**config.mk**
```make
export PLATFORM = sky130hd
export DESIGN_NAME = port_io_top
export DESIGN_NICKNAME = d
export VERILOG_FILES = /design/src/port_io_pkg.sv /design/src/port_io_top.sv /design/src/port_pin_cell.sv
export SDC_FILE = /design/constraint.sdc
export NUM_CORES = 1
export LEC_CHECK = 0
export ABC_AREA = 1
export BUFFER_PORTS_ARGS = -buffer_cell sky130_fd_sc_hd__buf_4
export CORE_MARGIN = 2
export CORE_UTILIZATION = 33
export DETAILED_ROUTE_END_ITERATION = 7
export GPL_TIMING_DRIVEN = 0
export SYNTH_ARGS = -nofsm -noshare
export SYNTH_HDL_FRONTEND = slang
export SYNTH_SLANG_ARGS = --single-unit
```
**constraint.sdc**
```tcl
create_clock -name pclk -period 2.34 [get_ports pclk]
set_clock_uncertainty 0.05 [all_clocks]
set_input_delay 0.468 -clock pclk [delete_from_list [all_inputs] [get_ports pclk]]
set_output_delay 0.468 -clock pclk [all_outputs]
set_load 0.02 [all_outputs]
```
**src/port_io_pkg.sv**
```systemverilog
// Package: register map, field layout and reset values of the port block
package port_io_pkg;

  localparam logic [11:0] port_data_off     = 12'h000;
  localparam logic [11:0] direction_off     = 12'h004;
  localparam logic [11:0] pull_high_off     = 12'h008;
  localparam logic [11:0] wake_enable_off   = 12'h00c;
  localparam logic [11:0] function_sel_off  = 12'h010;
  localparam logic [11:0] power_status_off  = 12'h014;
  localparam logic [11:0] power_ctrl_off    = 12'h018;

  localparam int          pin_two_pos       = 2;
  localparam int          pin_zero_pos      = 0;
  localparam logic [7:0]  port_bits_mask    = 8'h05;
  localparam logic [7:0]  function_sel_mask = 8'h33;
  localparam int          pin_two_fn_lsb    = 4;
  localparam int          pin_zero_fn_lsb   = 0;

  localparam logic [1:0]  fn_gpio_a         = 2'h0;
  localparam logic [1:0]  fn_analog         = 2'h1;
  localparam logic [1:0]  fn_reference      = 2'h2;
  localparam logic [1:0]  fn_gpio_b         = 2'h3;

  localparam logic [7:0]  port_data_rst     = 8'h05;
  localparam logic [7:0]  direction_rst     = 8'h05;
  localparam logic [7:0]  pull_high_rst     = 8'h00;
  localparam logic [7:0]  wake_enable_rst   = 8'h00;
  localparam logic [7:0]  function_sel_rst  = 8'h00;

  typedef enum logic [1:0] {
    apb_idle   = 2'b01,
    apb_access = 2'b10
  } apb_state_t;

endpackage : port_io_pkg

```
**src/port_io_top.sv**
```systemverilog
// Port top: APB register file, two pin cells and wake request
//
// Behaviour
// - Input pin read samples pin directly, no latch
// - Output latch holds until next write
// - Only bits 2 and 0; others read zero
// - Pull-high enable bit per pin
// - Pull-up only when pin is digital input
// - Wake enable bit per pin
// - Falling edge on enabled pin wakes device
// - Wake only for GPIO pin in power-down
// - Direction 1 input, 0 push-pull output
// - Output pin reads back the latch
// - Data and direction reset to ones
// - Fresh output drives high from reset latch
// - Bit set/clear is read-modify-write by software
// - Bits 5:4 select pin two function
// - Bits 1:0 select pin zero function
`timescale 1ns/1ns
`default_nettype none
module port_io_top
  import port_io_pkg::*;
(
  // APB
  input  wire logic        pclk,
  input  wire logic        presetn,
  input  wire logic        psel,
  input  wire logic        penable,
  input  wire logic        pwrite,
  input  wire logic [11:0] paddr,
  input  wire logic [31:0] pwdata,
  output logic             pready,
  output logic [31:0]      prdata,
  output logic             pslverr,
  // Power-mode controller
  input  wire logic        low_power,
  output logic             wake_req,
  // Pins
  input  wire logic [2:0]  pin_i,
  output logic [2:0]       pin_o,
  output logic [2:0]       pin_oe,
  output logic [2:0]       pull_en,
  // Selected functions
  output logic [1:0]       pin_two_fn,
  output logic [1:0]       pin_zero_fn
);

  logic [7:0]  port_data_q;
  logic [7:0]  direction_q;
  logic [7:0]  pull_high_q;
  logic [7:0]  wake_enable_q;
  logic [7:0]  function_sel_q;
  logic        wake_flag_q;
  apb_state_t  state_q;
  logic [31:0] rdata_d;
  logic        addr_ok;
  logic        wr_go;
  logic        clr_wake;
  logic [2:0]  c_o;
  logic [2:0]  c_oe;
  logic [2:0]  c_pull;
  logic [2:0]  c_gpio;
  logic [2:0]  c_wake;
  logic        wake_any;

  function automatic logic [7:0] port_view(input logic [7:0] latch,
                                           input logic [7:0] dir,
                                           input logic [2:0] pins);
    logic [7:0] v;
    v = 8'h00;
    for (int i = 0; i < 3; i++) begin
      v[i] = dir[i] ? pins[i] : latch[i];
    end
    return v & port_bits_mask;
  endfunction : port_view

  function automatic logic valid_off(input logic [11:0] a);
    return (a == port_data_off) || (a == direction_off)
        || (a == pull_high_off) || (a == wake_enable_off)
        || (a == function_sel_off) || (a == power_status_off)
        || (a == power_ctrl_off);
  endfunction : valid_off

  // APB: one wait state, answer in the second access cycle
  always_ff @(posedge pclk or negedge presetn) begin
    if (!presetn) begin
      state_q <= apb_idle;
    end else begin
      unique case (state_q)
        apb_idle: begin
          if (psel && penable) state_q <= apb_access;
        end
        apb_access: begin
          state_q <= apb_idle;
        end
        default: state_q <= apb_idle;
      endcase
    end
  end

  assign addr_ok  = valid_off(paddr);
  assign wr_go    = (state_q == apb_access) && psel && penable
                    && pwrite && addr_ok;
  assign clr_wake = wr_go && (paddr == power_ctrl_off) && pwdata[0];

  always_comb begin
    rdata_d = 32'h0000_0000;
    unique case (paddr)
      port_data_off:
        rdata_d[7:0] = port_view(port_data_q, direction_q, pin_i);
      direction_off:    rdata_d[7:0] = direction_q;
      pull_high_off:    rdata_d[7:0] = pull_high_q;
      wake_enable_off:  rdata_d[7:0] = wake_enable_q;
      function_sel_off: rdata_d[7:0] = function_sel_q;
      power_status_off: rdata_d[7:0] = {5'h00, low_power, 1'b0,
                                        wake_flag_q};
      default:          rdata_d = 32'h0000_0000;
    endcase
  end

  always_ff @(posedge pclk or negedge presetn) begin
    if (!presetn) begin
      pready  <= 1'b0;
      prdata  <= 32'h0000_0000;
      pslverr <= 1'b0;
    end else begin
      pready  <= (state_q == apb_idle) && psel && penable;
      pslverr <= (state_q == apb_idle) && psel && penable && !addr_ok;
      if ((state_q == apb_idle) && psel && penable && !pwrite) begin
        prdata <= rdata_d;
      end
    end
  end

  // Full-word writes; software does its own read-modify-write
  always_ff @(posedge pclk or negedge presetn) begin
    if (!presetn) begin
      port_data_q    <= port_data_rst;
      direction_q    <= direction_rst;
      pull_high_q    <= pull_high_rst;
      wake_enable_q  <= wake_enable_rst;
      function_sel_q <= function_sel_rst;
    end else if (wr_go) begin
      unique case (paddr)
        port_data_off:
          port_data_q <= pwdata[7:0] & port_bits_mask;
        direction_off:
          direction_q <= pwdata[7:0] & port_bits_mask;
        pull_high_off:
          pull_high_q <= pwdata[7:0] & port_bits_mask;
        wake_enable_off:
          wake_enable_q <= pwdata[7:0] & port_bits_mask;
        function_sel_off:
          function_sel_q <= pwdata[7:0] & function_sel_mask;
        default: begin
        end
      endcase
    end
  end

  for (genvar p = 0; p < 3; p += 2) begin : g_pin
    port_pin_cell u_cell (
      .pclk      (pclk),
      .presetn   (presetn),
      .data_bit  (port_data_q[p]),
      .dir_bit   (direction_q[p]),
      .pull_bit  (pull_high_q[p]),
      .wake_bit  (wake_enable_q[p]),
      .fn_sel    (p == pin_two_pos
                  ? function_sel_q[pin_two_fn_lsb +: 2]
                  : function_sel_q[pin_zero_fn_lsb +: 2]),
      .low_power (low_power),
      .pin_i     (pin_i[p]),
      .pin_o     (c_o[p]),
      .pin_oe    (c_oe[p]),
      .pull_en   (c_pull[p]),
      .is_gpio   (c_gpio[p]),
      .wake_hit  (c_wake[p])
    );
  end
  assign c_o[1]    = 1'b0;
  assign c_oe[1]   = 1'b0;
  assign c_pull[1] = 1'b0;
  assign c_gpio[1] = 1'b0;
  assign c_wake[1] = 1'b0;

  assign wake_any = |c_wake;

  // Sticky wake flag; a new edge beats the clear
  always_ff @(posedge pclk or negedge presetn) begin
    if (!presetn) begin
      wake_flag_q <= 1'b0;
      wake_req    <= 1'b0;
    end else begin
      if (wake_any) wake_flag_q <= 1'b1;
      else if (clr_wake) wake_flag_q <= 1'b0;
      wake_req <= wake_any;
    end
  end

  // Registered pin drive keeps every output on a flip-flop
  always_ff @(posedge pclk or negedge presetn) begin
    if (!presetn) begin
      pin_o       <= 3'h0;
      pin_oe      <= 3'h0;
      pull_en     <= 3'h0;
      pin_two_fn  <= 2'h0;
      pin_zero_fn <= 2'h0;
    end else begin
      pin_o       <= c_o & c_oe;
      pin_oe      <= c_oe;
      pull_en     <= c_pull;
      pin_two_fn  <= function_sel_q[pin_two_fn_lsb +: 2];
      pin_zero_fn <= function_sel_q[pin_zero_fn_lsb +: 2];
    end
  end
endmodule : port_io_top
`default_nettype wire

```
**src/port_pin_cell.sv**
```systemverilog
// One pin: function decode, drive, pull-up and falling-edge wake
`timescale 1ns/1ns
`default_nettype none
module port_pin_cell
  import port_io_pkg::*;
(
  // Clock and reset
  input  wire logic       pclk,
  input  wire logic       presetn,
  // Control
  input  wire logic       data_bit,
  input  wire logic       dir_bit,
  input  wire logic       pull_bit,
  input  wire logic       wake_bit,
  input  wire logic [1:0] fn_sel,
  input  wire logic       low_power,
  // Pin
  input  wire logic       pin_i,
  output logic            pin_o,
  output logic            pin_oe,
  output logic            pull_en,
  output logic            is_gpio,
  output logic            wake_hit
);

  logic pin_prev_q;

  function automatic logic gpio_sel(input logic [1:0] f);
    return (f == fn_gpio_a) || (f == fn_gpio_b);
  endfunction : gpio_sel

  always_comb begin
    is_gpio = gpio_sel(fn_sel);
    // Latch drives pin only as GPIO output
    pin_o   = data_bit;
    pin_oe  = is_gpio && !dir_bit;
    // Pull-up only for a digital input
    pull_en = pull_bit && is_gpio && dir_bit;
  end

  always_ff @(posedge pclk or negedge presetn) begin
    if (!presetn) begin
      pin_prev_q <= 1'b1;
    end else begin
      pin_prev_q <= pin_i;
    end
  end

  // Falling edge counts only in power-down as GPIO
  assign wake_hit = wake_bit && is_gpio && low_power
                    && pin_prev_q && !pin_i;

endmodule : port_pin_cell
`default_nettype wire

```
==> summary.md, run 1 <==
| Metric | Value |
|---|---|
| Outcome | `finished clean` |
| Antenna violations before repair | `0` |
| Clock Tree Root | `clkbuf_8` |
| Placed insts | `367` |
| Max Freq | `580 MHz` |
| Yosys reg bits | `35` |
| Die Y | `80.1 µm` |
| Row cnt | `27` |
| Core Footprint | `0.00554 mm²` |
| Final-report setup violation count | `0` |
| Vias | `1546` |
| Synthesized instance count | `224` |
| Mean Syn Cell Area | `8.52 µm²` |
| DRC Markers | `0` |
| Worst path cell trace | `inv_1 > nor2_1 > nand3_1 > nor2_2 > o21ai_0 > a21oi_1 > a21boi_1` |
| Routed vias/inst | `4.12` |
| Worst Path Buf+Inv | `1` |
| Layout overhead on the synthesized area | `32.8%` |
| First-pass GRT wire length | `6350 µm` |
| TritonCTS clock tree | `yes` |
| Synthesized area | `0.00191 mm²` |
| Post-synthesis sequential area ratio | `0.463` |
| Largest net degree at the start of global routing | `36` |
| Main combinational cell family by area after synthesis | `simple AND/OR/NAND/NOR gates` |
| Peak VDD IR | `0.218 mV` |
| Fin nets | `355` |
| CTS Hold Bufs | `0` |
| Ports | `101` |
| Clock Sinks | `35` |
| Worst R2R Start | `state_q[0]` |
| Die Area | `0.00641 mm²` |
| Arrival @ worst endpoint | `1.85 ns` |
| Fraction of synthesized cell area in xor and xnor cells | `0.00917` |
| Pwr dens | `537 mW/mm²` |
| Synth Area in Compound Gates | `0.0380` |
| Worst-Skew Late Latency | `0.28 ns` |
| Final Cycle Share | `0.737` |
| CP max FO | `8` |
| Mux cell area share after synthesis | `0` |
| Initial DRC Count | `76` |
| Routability congestion estimate | `0.811` |
| Critical path class | `register to register` |
| Deepest clock path buffer count | `2` |
| Initial Utilization | `0.345` |
| Post-synthesis simple-gate area fraction | `0.308` |
| Post-DP HPWL | `3000 µm` |
| Startpoint class of the critical path | `register` |
| Slew Viols, Final | `0` |
| Crit path time final | `1.72 ns` |
| CP delay by family, top | `simple AND/OR/NAND/NOR gates` |
| Layout fillers | `573` |
| Cell variety after synth | `30` |
| Post-Route WL | `3800 µm` |
| Setup Buffers After CTS | `0` |
| Synthesis Warnings | `0` |
| Synth Area in Adders | `0` |
| Worst R2R Setup Slack | `0.62 ns` |
| Detailed Routing Iterations Pass 1 | `4` |
| GRT overflow | `0` |
| Post-DRT Antenna Nets | `0` |
| Post-cts gate resize count | `0` |
| Final count of hold timing violations | `0` |
| ANT cells | `0` |
| Critical path capture point type | `register` |
| CP required | `2.46 ns` |
| Total Routing Usage GR | `0.127` |
| Wire per inst | `10.1 µm` |
| Max cap viols | `0` |
| Reg clk slew, reported paths | `0.07 ns` |
| H-tree Lvls | `2` |
| Vias in the first global route | `1426` |
| Setup TNS | `0 ns` |
| Leakage power | `1.46 nW` |
| IO buf count | `42` |
| CP peak stage delay | `0.54 ns` |
| Inserted Clock Buffers | `5` |
| Slowest CP cell | `dfstp_2` |
| Final Non-Filler Cells | `375` |
| Share of layout cells above drive strength 1 | `0.373` |
| Die W | `80.1 µm` |
| R2R Path End | `prdata[0]` |
| RSZ-0062 raised after global routing | `no` |
| R2R depth | `7` |
| Tightest Hold Check Type | `primary input to asynchronous set/reset pin` |
-- cell type report --
cell class                      count  area (µm²)  area share
Clock buffer                        5        68.8      0.0271
Inverter                           26        97.6      0.0385
Sequential cell                    35         885       0.349
Multi-Input combinational cell    160         791       0.312
Timing Repair Buffer               42         315       0.124
Clock inverter                      3        43.8      0.0173
Buffer                             32         245      0.0967
Tap cell                           72        90.1      0.0355
-- per-layer routing --
layer / vias up / GRT usage / wire length (µm)
met5: - / 0 / 0
met1: 686 / 0.161 / 1680
met4: 0 / 0.0458 / 44
met3: 4 / 0.0303 / 258
li1: 801 / - / -
met2: 55 / 0.210 / 1810
-- state kept, by name (all words and copies together) (netlist names) --
register / count
prdata: 5
function_sel_q: 4
direction_q: 2
g_pin.u_cell.pin_prev_q: 2
pin_o: 2
pin_oe: 2
pin_two_fn: 2
pin_zero_fn: 2
port_data_q: 2
pull_en: 2
pull_high_q: 2
state_q: 2
wake_enable_q: 2
pready: 1
pslverr: 1
wake_flag_q: 1
wake_req: 1
-- where the power goes --
group,switching (mW),total (mW),internal (mW)
clock,0.218,0.535,0.317
combinational,0.111,0.200,0.0883
sequential,0.00599,0.627,0.621
total,0.335,1.36,1.03
-- through the flow --
| stage | power [mW] | worst slack [ns] | hold WS (ns) | utilization | cell area, µm² |
|---|---|---|---|---|---|
| floorplan | 0.765 | 0.866 | 0.122 | - | 2020 |
| global placement | 0.837 | 0.577 | 0.390 | 0.437 | 2420 |
| detailed placement | 0.838 | 0.557 | 0.391 | 0.437 | 2420 |
| CTS | 1.37 | 0.560 | 0.0845 | 0.458 | 2540 |
| global route | 1.42 | 0.405 | 0.0958 | 0.458 | 2540 |
| finish | 1.36 | 0.615 | 0.0740 | 0.458 | 2540 |
-- how the worst max path moves through the flow --
stage / startpoint / endpoint / slack, ns / cells past startpoint
finish: state_q[0] / prdata[0] / 0.62 / 7
global route: state_q[0] / prdata[0] / 0.40 / 7
CTS: state_q[0] / prdata[0] / 0.56 / 7
detailed placement: state_q[0] / prdata[0] / 0.56 / 7
global placement: paddr[1] / function_sel_q[5] / 0.58 / 9
floorplan: paddr[11] / pull_high_q[2] / 0.87 / 10
-- cell usage in the layout (no fill, tap or decap), drive strengths merged, types with 5 or more instances in the layout --
cell | synthesis | routed
clkbuf | 0 | 5
nor2 | 25 | 25
buf | 32 | 74
inv | 26 | 26
nand4 | 13 | 13
nand2 | 58 | 58
o21ai | 6 | 6
conb | 1 | 30
nand3 | 16 | 16
dfstp | 7 | 7
dfrtp | 28 | 28
-- synth_stat cells (all sizes together) --
| library cell | n | share of area |
|---|---|---|
| buf | 32 | 0.13 |
| nand3 | 16 | 0.051 |
| nor3 | 2 | 0.0079 |
| a21oi | 1 | 0.0026 |
| a21boi | 2 | 0.0079 |
| o211ai | 1 | 0.0066 |
| nand4 | 13 | 0.043 |
| inv | 26 | 0.051 |
| and3 | 1 | 0.0033 |
| dfstp | 7 | 0.096 |
| nand2 | 58 | 0.12 |
| o21ai | 6 | 0.018 |
| o22ai | 1 | 0.0033 |
| dfrtp | 28 | 0.37 |
| or2 | 2 | 0.0066 |
| xor2 | 2 | 0.0092 |
| conb | 1 | 0.0020 |
| nor2 | 25 | 0.075 |
-- cells by family after synthesis --
group,count (synthesis)
XOR/XNOR,2
flip-flops,35
other,1
buffers and inverters,58
AO/OA/AOI/OAI,11
AND/OR/NAND/NOR,117
-- worst reg2reg max path, cell delays in order, from the launching register on --
cell	delay, ns
dfstp_2	0.54
inv_1	0.04
nor2_1	0.07
nand3_1	0.17
nor2_2	0.35
o21ai_0	0.15
a21oi_1	0.16
a21boi_1	0.09
No activity file was read; power rests on OpenSTA's default activity.
==> inputs of run 2 (changes only) <==
--- a/config.mk
+++ b/config.mk
@@ -5,7 +5,7 @@
 export SDC_FILE = /design/constraint.sdc
 export NUM_CORES = 1
 export LEC_CHECK = 0
-export ABC_AREA = 1
+export ABC_AREA = 0
 export BUFFER_PORTS_ARGS = -buffer_cell sky130_fd_sc_hd__buf_4
 export CORE_MARGIN = 2
 export CORE_UTILIZATION = 33
==> constraint.sdc (replaced) <==
create_clock -name pclk -period 1.75 [get_ports pclk]
set_clock_uncertainty 0.05 [all_clocks]
set_input_delay 0.35 -clock pclk [delete_from_list [all_inputs] [get_ports pclk]]
set_output_delay 0.35 -clock pclk [all_outputs]
set_load 0.02 [all_outputs]
==> run 2 against run 1 <==
  * Die area down 11%
  * Utilization up 2.5 points
  * Count of clock-buffer cells in the layout up 1
  * Total power up 39%
  * Via count down 25%
  * Worst setup slack worse by 0.50 ns
  * Sequential power up 32%
  * Clock power up 59%
  * Critical path depth down 3
  * Synthesized area down 12%
  * Critical endpoint is now wake_enable_q[2]
  * Largest cell class unchanged
==> summary.md, run 2 <==
| Metric | Value |
|---|---|
| Tightest Hold Check Type | `primary input to register` |
| Die Area | `0.00569 mm²` |
| Pwr dens | `814 mW/mm²` |
| Outcome | `finished clean` |
| M1 GR Usage | `0.148` |
| Main flop type after synthesis | `dfrtp_1` |
| Die W | `75.4 µm` |
| Mean Syn Cell Area | `11.5 µm²` |
| H-tree Lvls | `2` |
| Startpoint class of the critical path | `register` |
| Critical path capture point type | `register` |
| CP peak stage delay | `0.39 ns` |
| Crit path time final | `1.64 ns` |
| Final-report setup violation count | `0` |
| Crit path launch | `state_q[0]` |
| Die Y | `75.4 µm` |
| Most frequent cell after synthesis | `buf_4` |
| Most Used Layer, Global Route | `met2` |
| Yosys top cell area share | `0.416` |
| Setup slack after layout | `0.115 ns` |
| IO buf count | `39` |
| DRC Markers | `0` |
| Core Footprint | `0.00482 mm²` |
| Share of layout cells above drive strength 1 | `0.460` |
| Fin nets | `276` |
| Instance area at placement | `0.00217 mm²` |
| Post-synthesis sequential area ratio | `0.525` |
| Antenna violations before repair | `0` |
| Largest register FFs | `5` |
| CP max FO | `5` |
| Worst R2R Start | `state_q[0]` |
| Detailed Routing Iterations Pass 1 | `4` |
| Cell variety after synth | `33` |
| Post-Route WL | `3170 µm` |
| Setup TNS | `0 ns` |
| FFs w/ async S/R, synth | `1.00` |
| Leakage power | `1.21 nW` |
| Arrival @ worst endpoint | `1.75 ns` |
| Synthesized area | `0.00168 mm²` |
| Largest Register | `prdata` |
| RSZ-0062 raised after global routing | `no` |
| GRT met2 Usage | `0.193` |
| Worst-Skew Late Latency | `0.28 ns` |
| Ranking of synthesized cells by area | `dfrtp_1, buf_4, dfstp_2, mux2_2, nor4_4` |
| Largest net degree at the start of global routing | `36` |
| Met3 global-route usage | `0.0370` |
| Routability congestion estimate | `0.760` |
| First-pass GRT wire length | `5010 µm` |
| Row cnt | `25` |
| Layout overhead on the synthesized area | `38.2%` |
| ANT cells | `0` |
| Post-DP HPWL | `2450 µm` |
| Synthesized instance count | `146` |
| Total power | `1.90 mW` |
| Max Freq | `611 MHz` |
| Reg clk slew, reported paths | `0.07 ns` |
| Critical path class | `register to register` |
| TritonCTS clock tree | `yes` |
| Vias | `1166` |
| Synthesis Warnings | `0` |
| Commonest non-fill, non-tap cell in the layout | `buf_4` |
| Synth area leader | `dfrtp_1` |
| Final Cycle Share | `0.934` |
| Deepest clock path buffer count | `2` |
| Commonest cells after routing, fill and taps aside | `buf_4, conb_1, dfrtp_1` |
| Peak VDD IR | `0.277 mV` |
| Total Routing Usage GR | `0.121` |
| CP required | `1.86 ns` |
| GRT overflow | `0` |
| Clock Tree Root | `clkbuf_8` |
| Clock Sinks | `35` |
| Post-DRT Antenna Nets | `0` |
| Slowest CP cell | `dfstp_2` |
| Yosys reg bits | `35` |
| Worst path cell trace | `nor4b_1 > and4_2 > and2_1 > mux2_2` |
| Worst Path Buf+Inv | `0` |
| Final count of hold timing violations | `0` |
| Final hold slack | `0.137 ns` |
| Initial DRC Count | `53` |
| Post-synth EDFFs | `0` |
| Hold Crit Start | `pin_i[2]` |
| Largest regs | `prdata x5, function_sel_q x4` |
| Initial Utilization | `0.350` |
| Cell area after layout | `0.00233 mm²` |
| Wire per inst | `10.9 µm` |
| Inserted Clock Buffers | `5` |
| Most frequent cells after synthesis | `buf_4, dfrtp_1, mux2_2` |
| Vias in the first global route | `1112` |
| CP delay by family, top | `simple AND/OR/NAND/NOR gates` |
| Max cap viols | `0` |
| Routed vias/inst | `4.01` |
| Slew Viols, Final | `0` |
| Ports | `101` |
| Dpl ws | `-0.200 ns` |
[run 2: cell count changes in the layout (fill, tap and decap cells not counted), moves of 7 or more]
cell     previous run  this run
nand2_1            54         7
inv_1              23         3
mux2_2              0        12
nand4_1            13         2
nand3_1            14         5
nor2_1             15         8
nor2_2              7         0
[run 2: cells by family after synthesis]
logic type                count (synthesis)  synth area share
xor gates and xnor gates                  2            0.0104
and+or+nand+nor                          42             0.155
AOI/OAI and AO/OA                        16            0.0684
other                                     1           0.00223
buffers and inverters                    36             0.147
DFF                                      35             0.525
muxes                                    14            0.0921
[run 2: area by class of cell]
type                    count  area [µm²]
fillers                   484        2490
flip-flops and latches     35         885
multi-input cells         104         668
repair buffers             41         310
plain buffers              33         236
well taps                  67        83.8
clock buffers               6        72.6
clock inverters             2        60.1
inverters                   3        11.3
[run 2: what timing repair did]
item	4_1_cts	5_1_grt
hold buffers	1	0
setup endpoints to repair	2	9
pin swaps	0	0
endpoints found under the hold margin	28	0
setup buffers	0	1
gates resized for setup	1	1
[run 2: worst paths after layout]
check	end	cells past startpoint	slack (ns)
setup reg to reg	wake_enable_q[2]	4	0.11
max in group asynchronous	port_data_q[2]	2	0.81
setup / recovery	wake_enable_q[2]	4	0.11
min in group asynchronous	state_q[1]	2	0.51
hold / removal	g_pin[2].u_cell.pin_prev_q	1	0.14
hold reg to reg	pin_zero_fn[1]	0	0.40
[run 2: through the flow]
stage           util  cells
2_1_floorplan      -    175
3_3_place_gp   0.450    281
3_5_place_dp   0.450    281
4_1_cts        0.481    290
5_1_grt        0.483    291
6_report       0.483    291
[run 2: layer usage]
| layer | vias up | wire (µm) |
|---|---|---|
| met5 | - | 0 |
| met2 | 42 | 1480 |
| met1 | 519 | 1420 |
| met3 | 5 | 219 |
| met4 | 0 | 51 |
| li1 | 600 | - |
[run 2: power by group]
group / switching (mW) / total, mW / internal, mW
registers: 0.00483 / 0.826 / 0.822
clock network: 0.279 / 0.848 / 0.569
logic: 0.125 / 0.220 / 0.0951
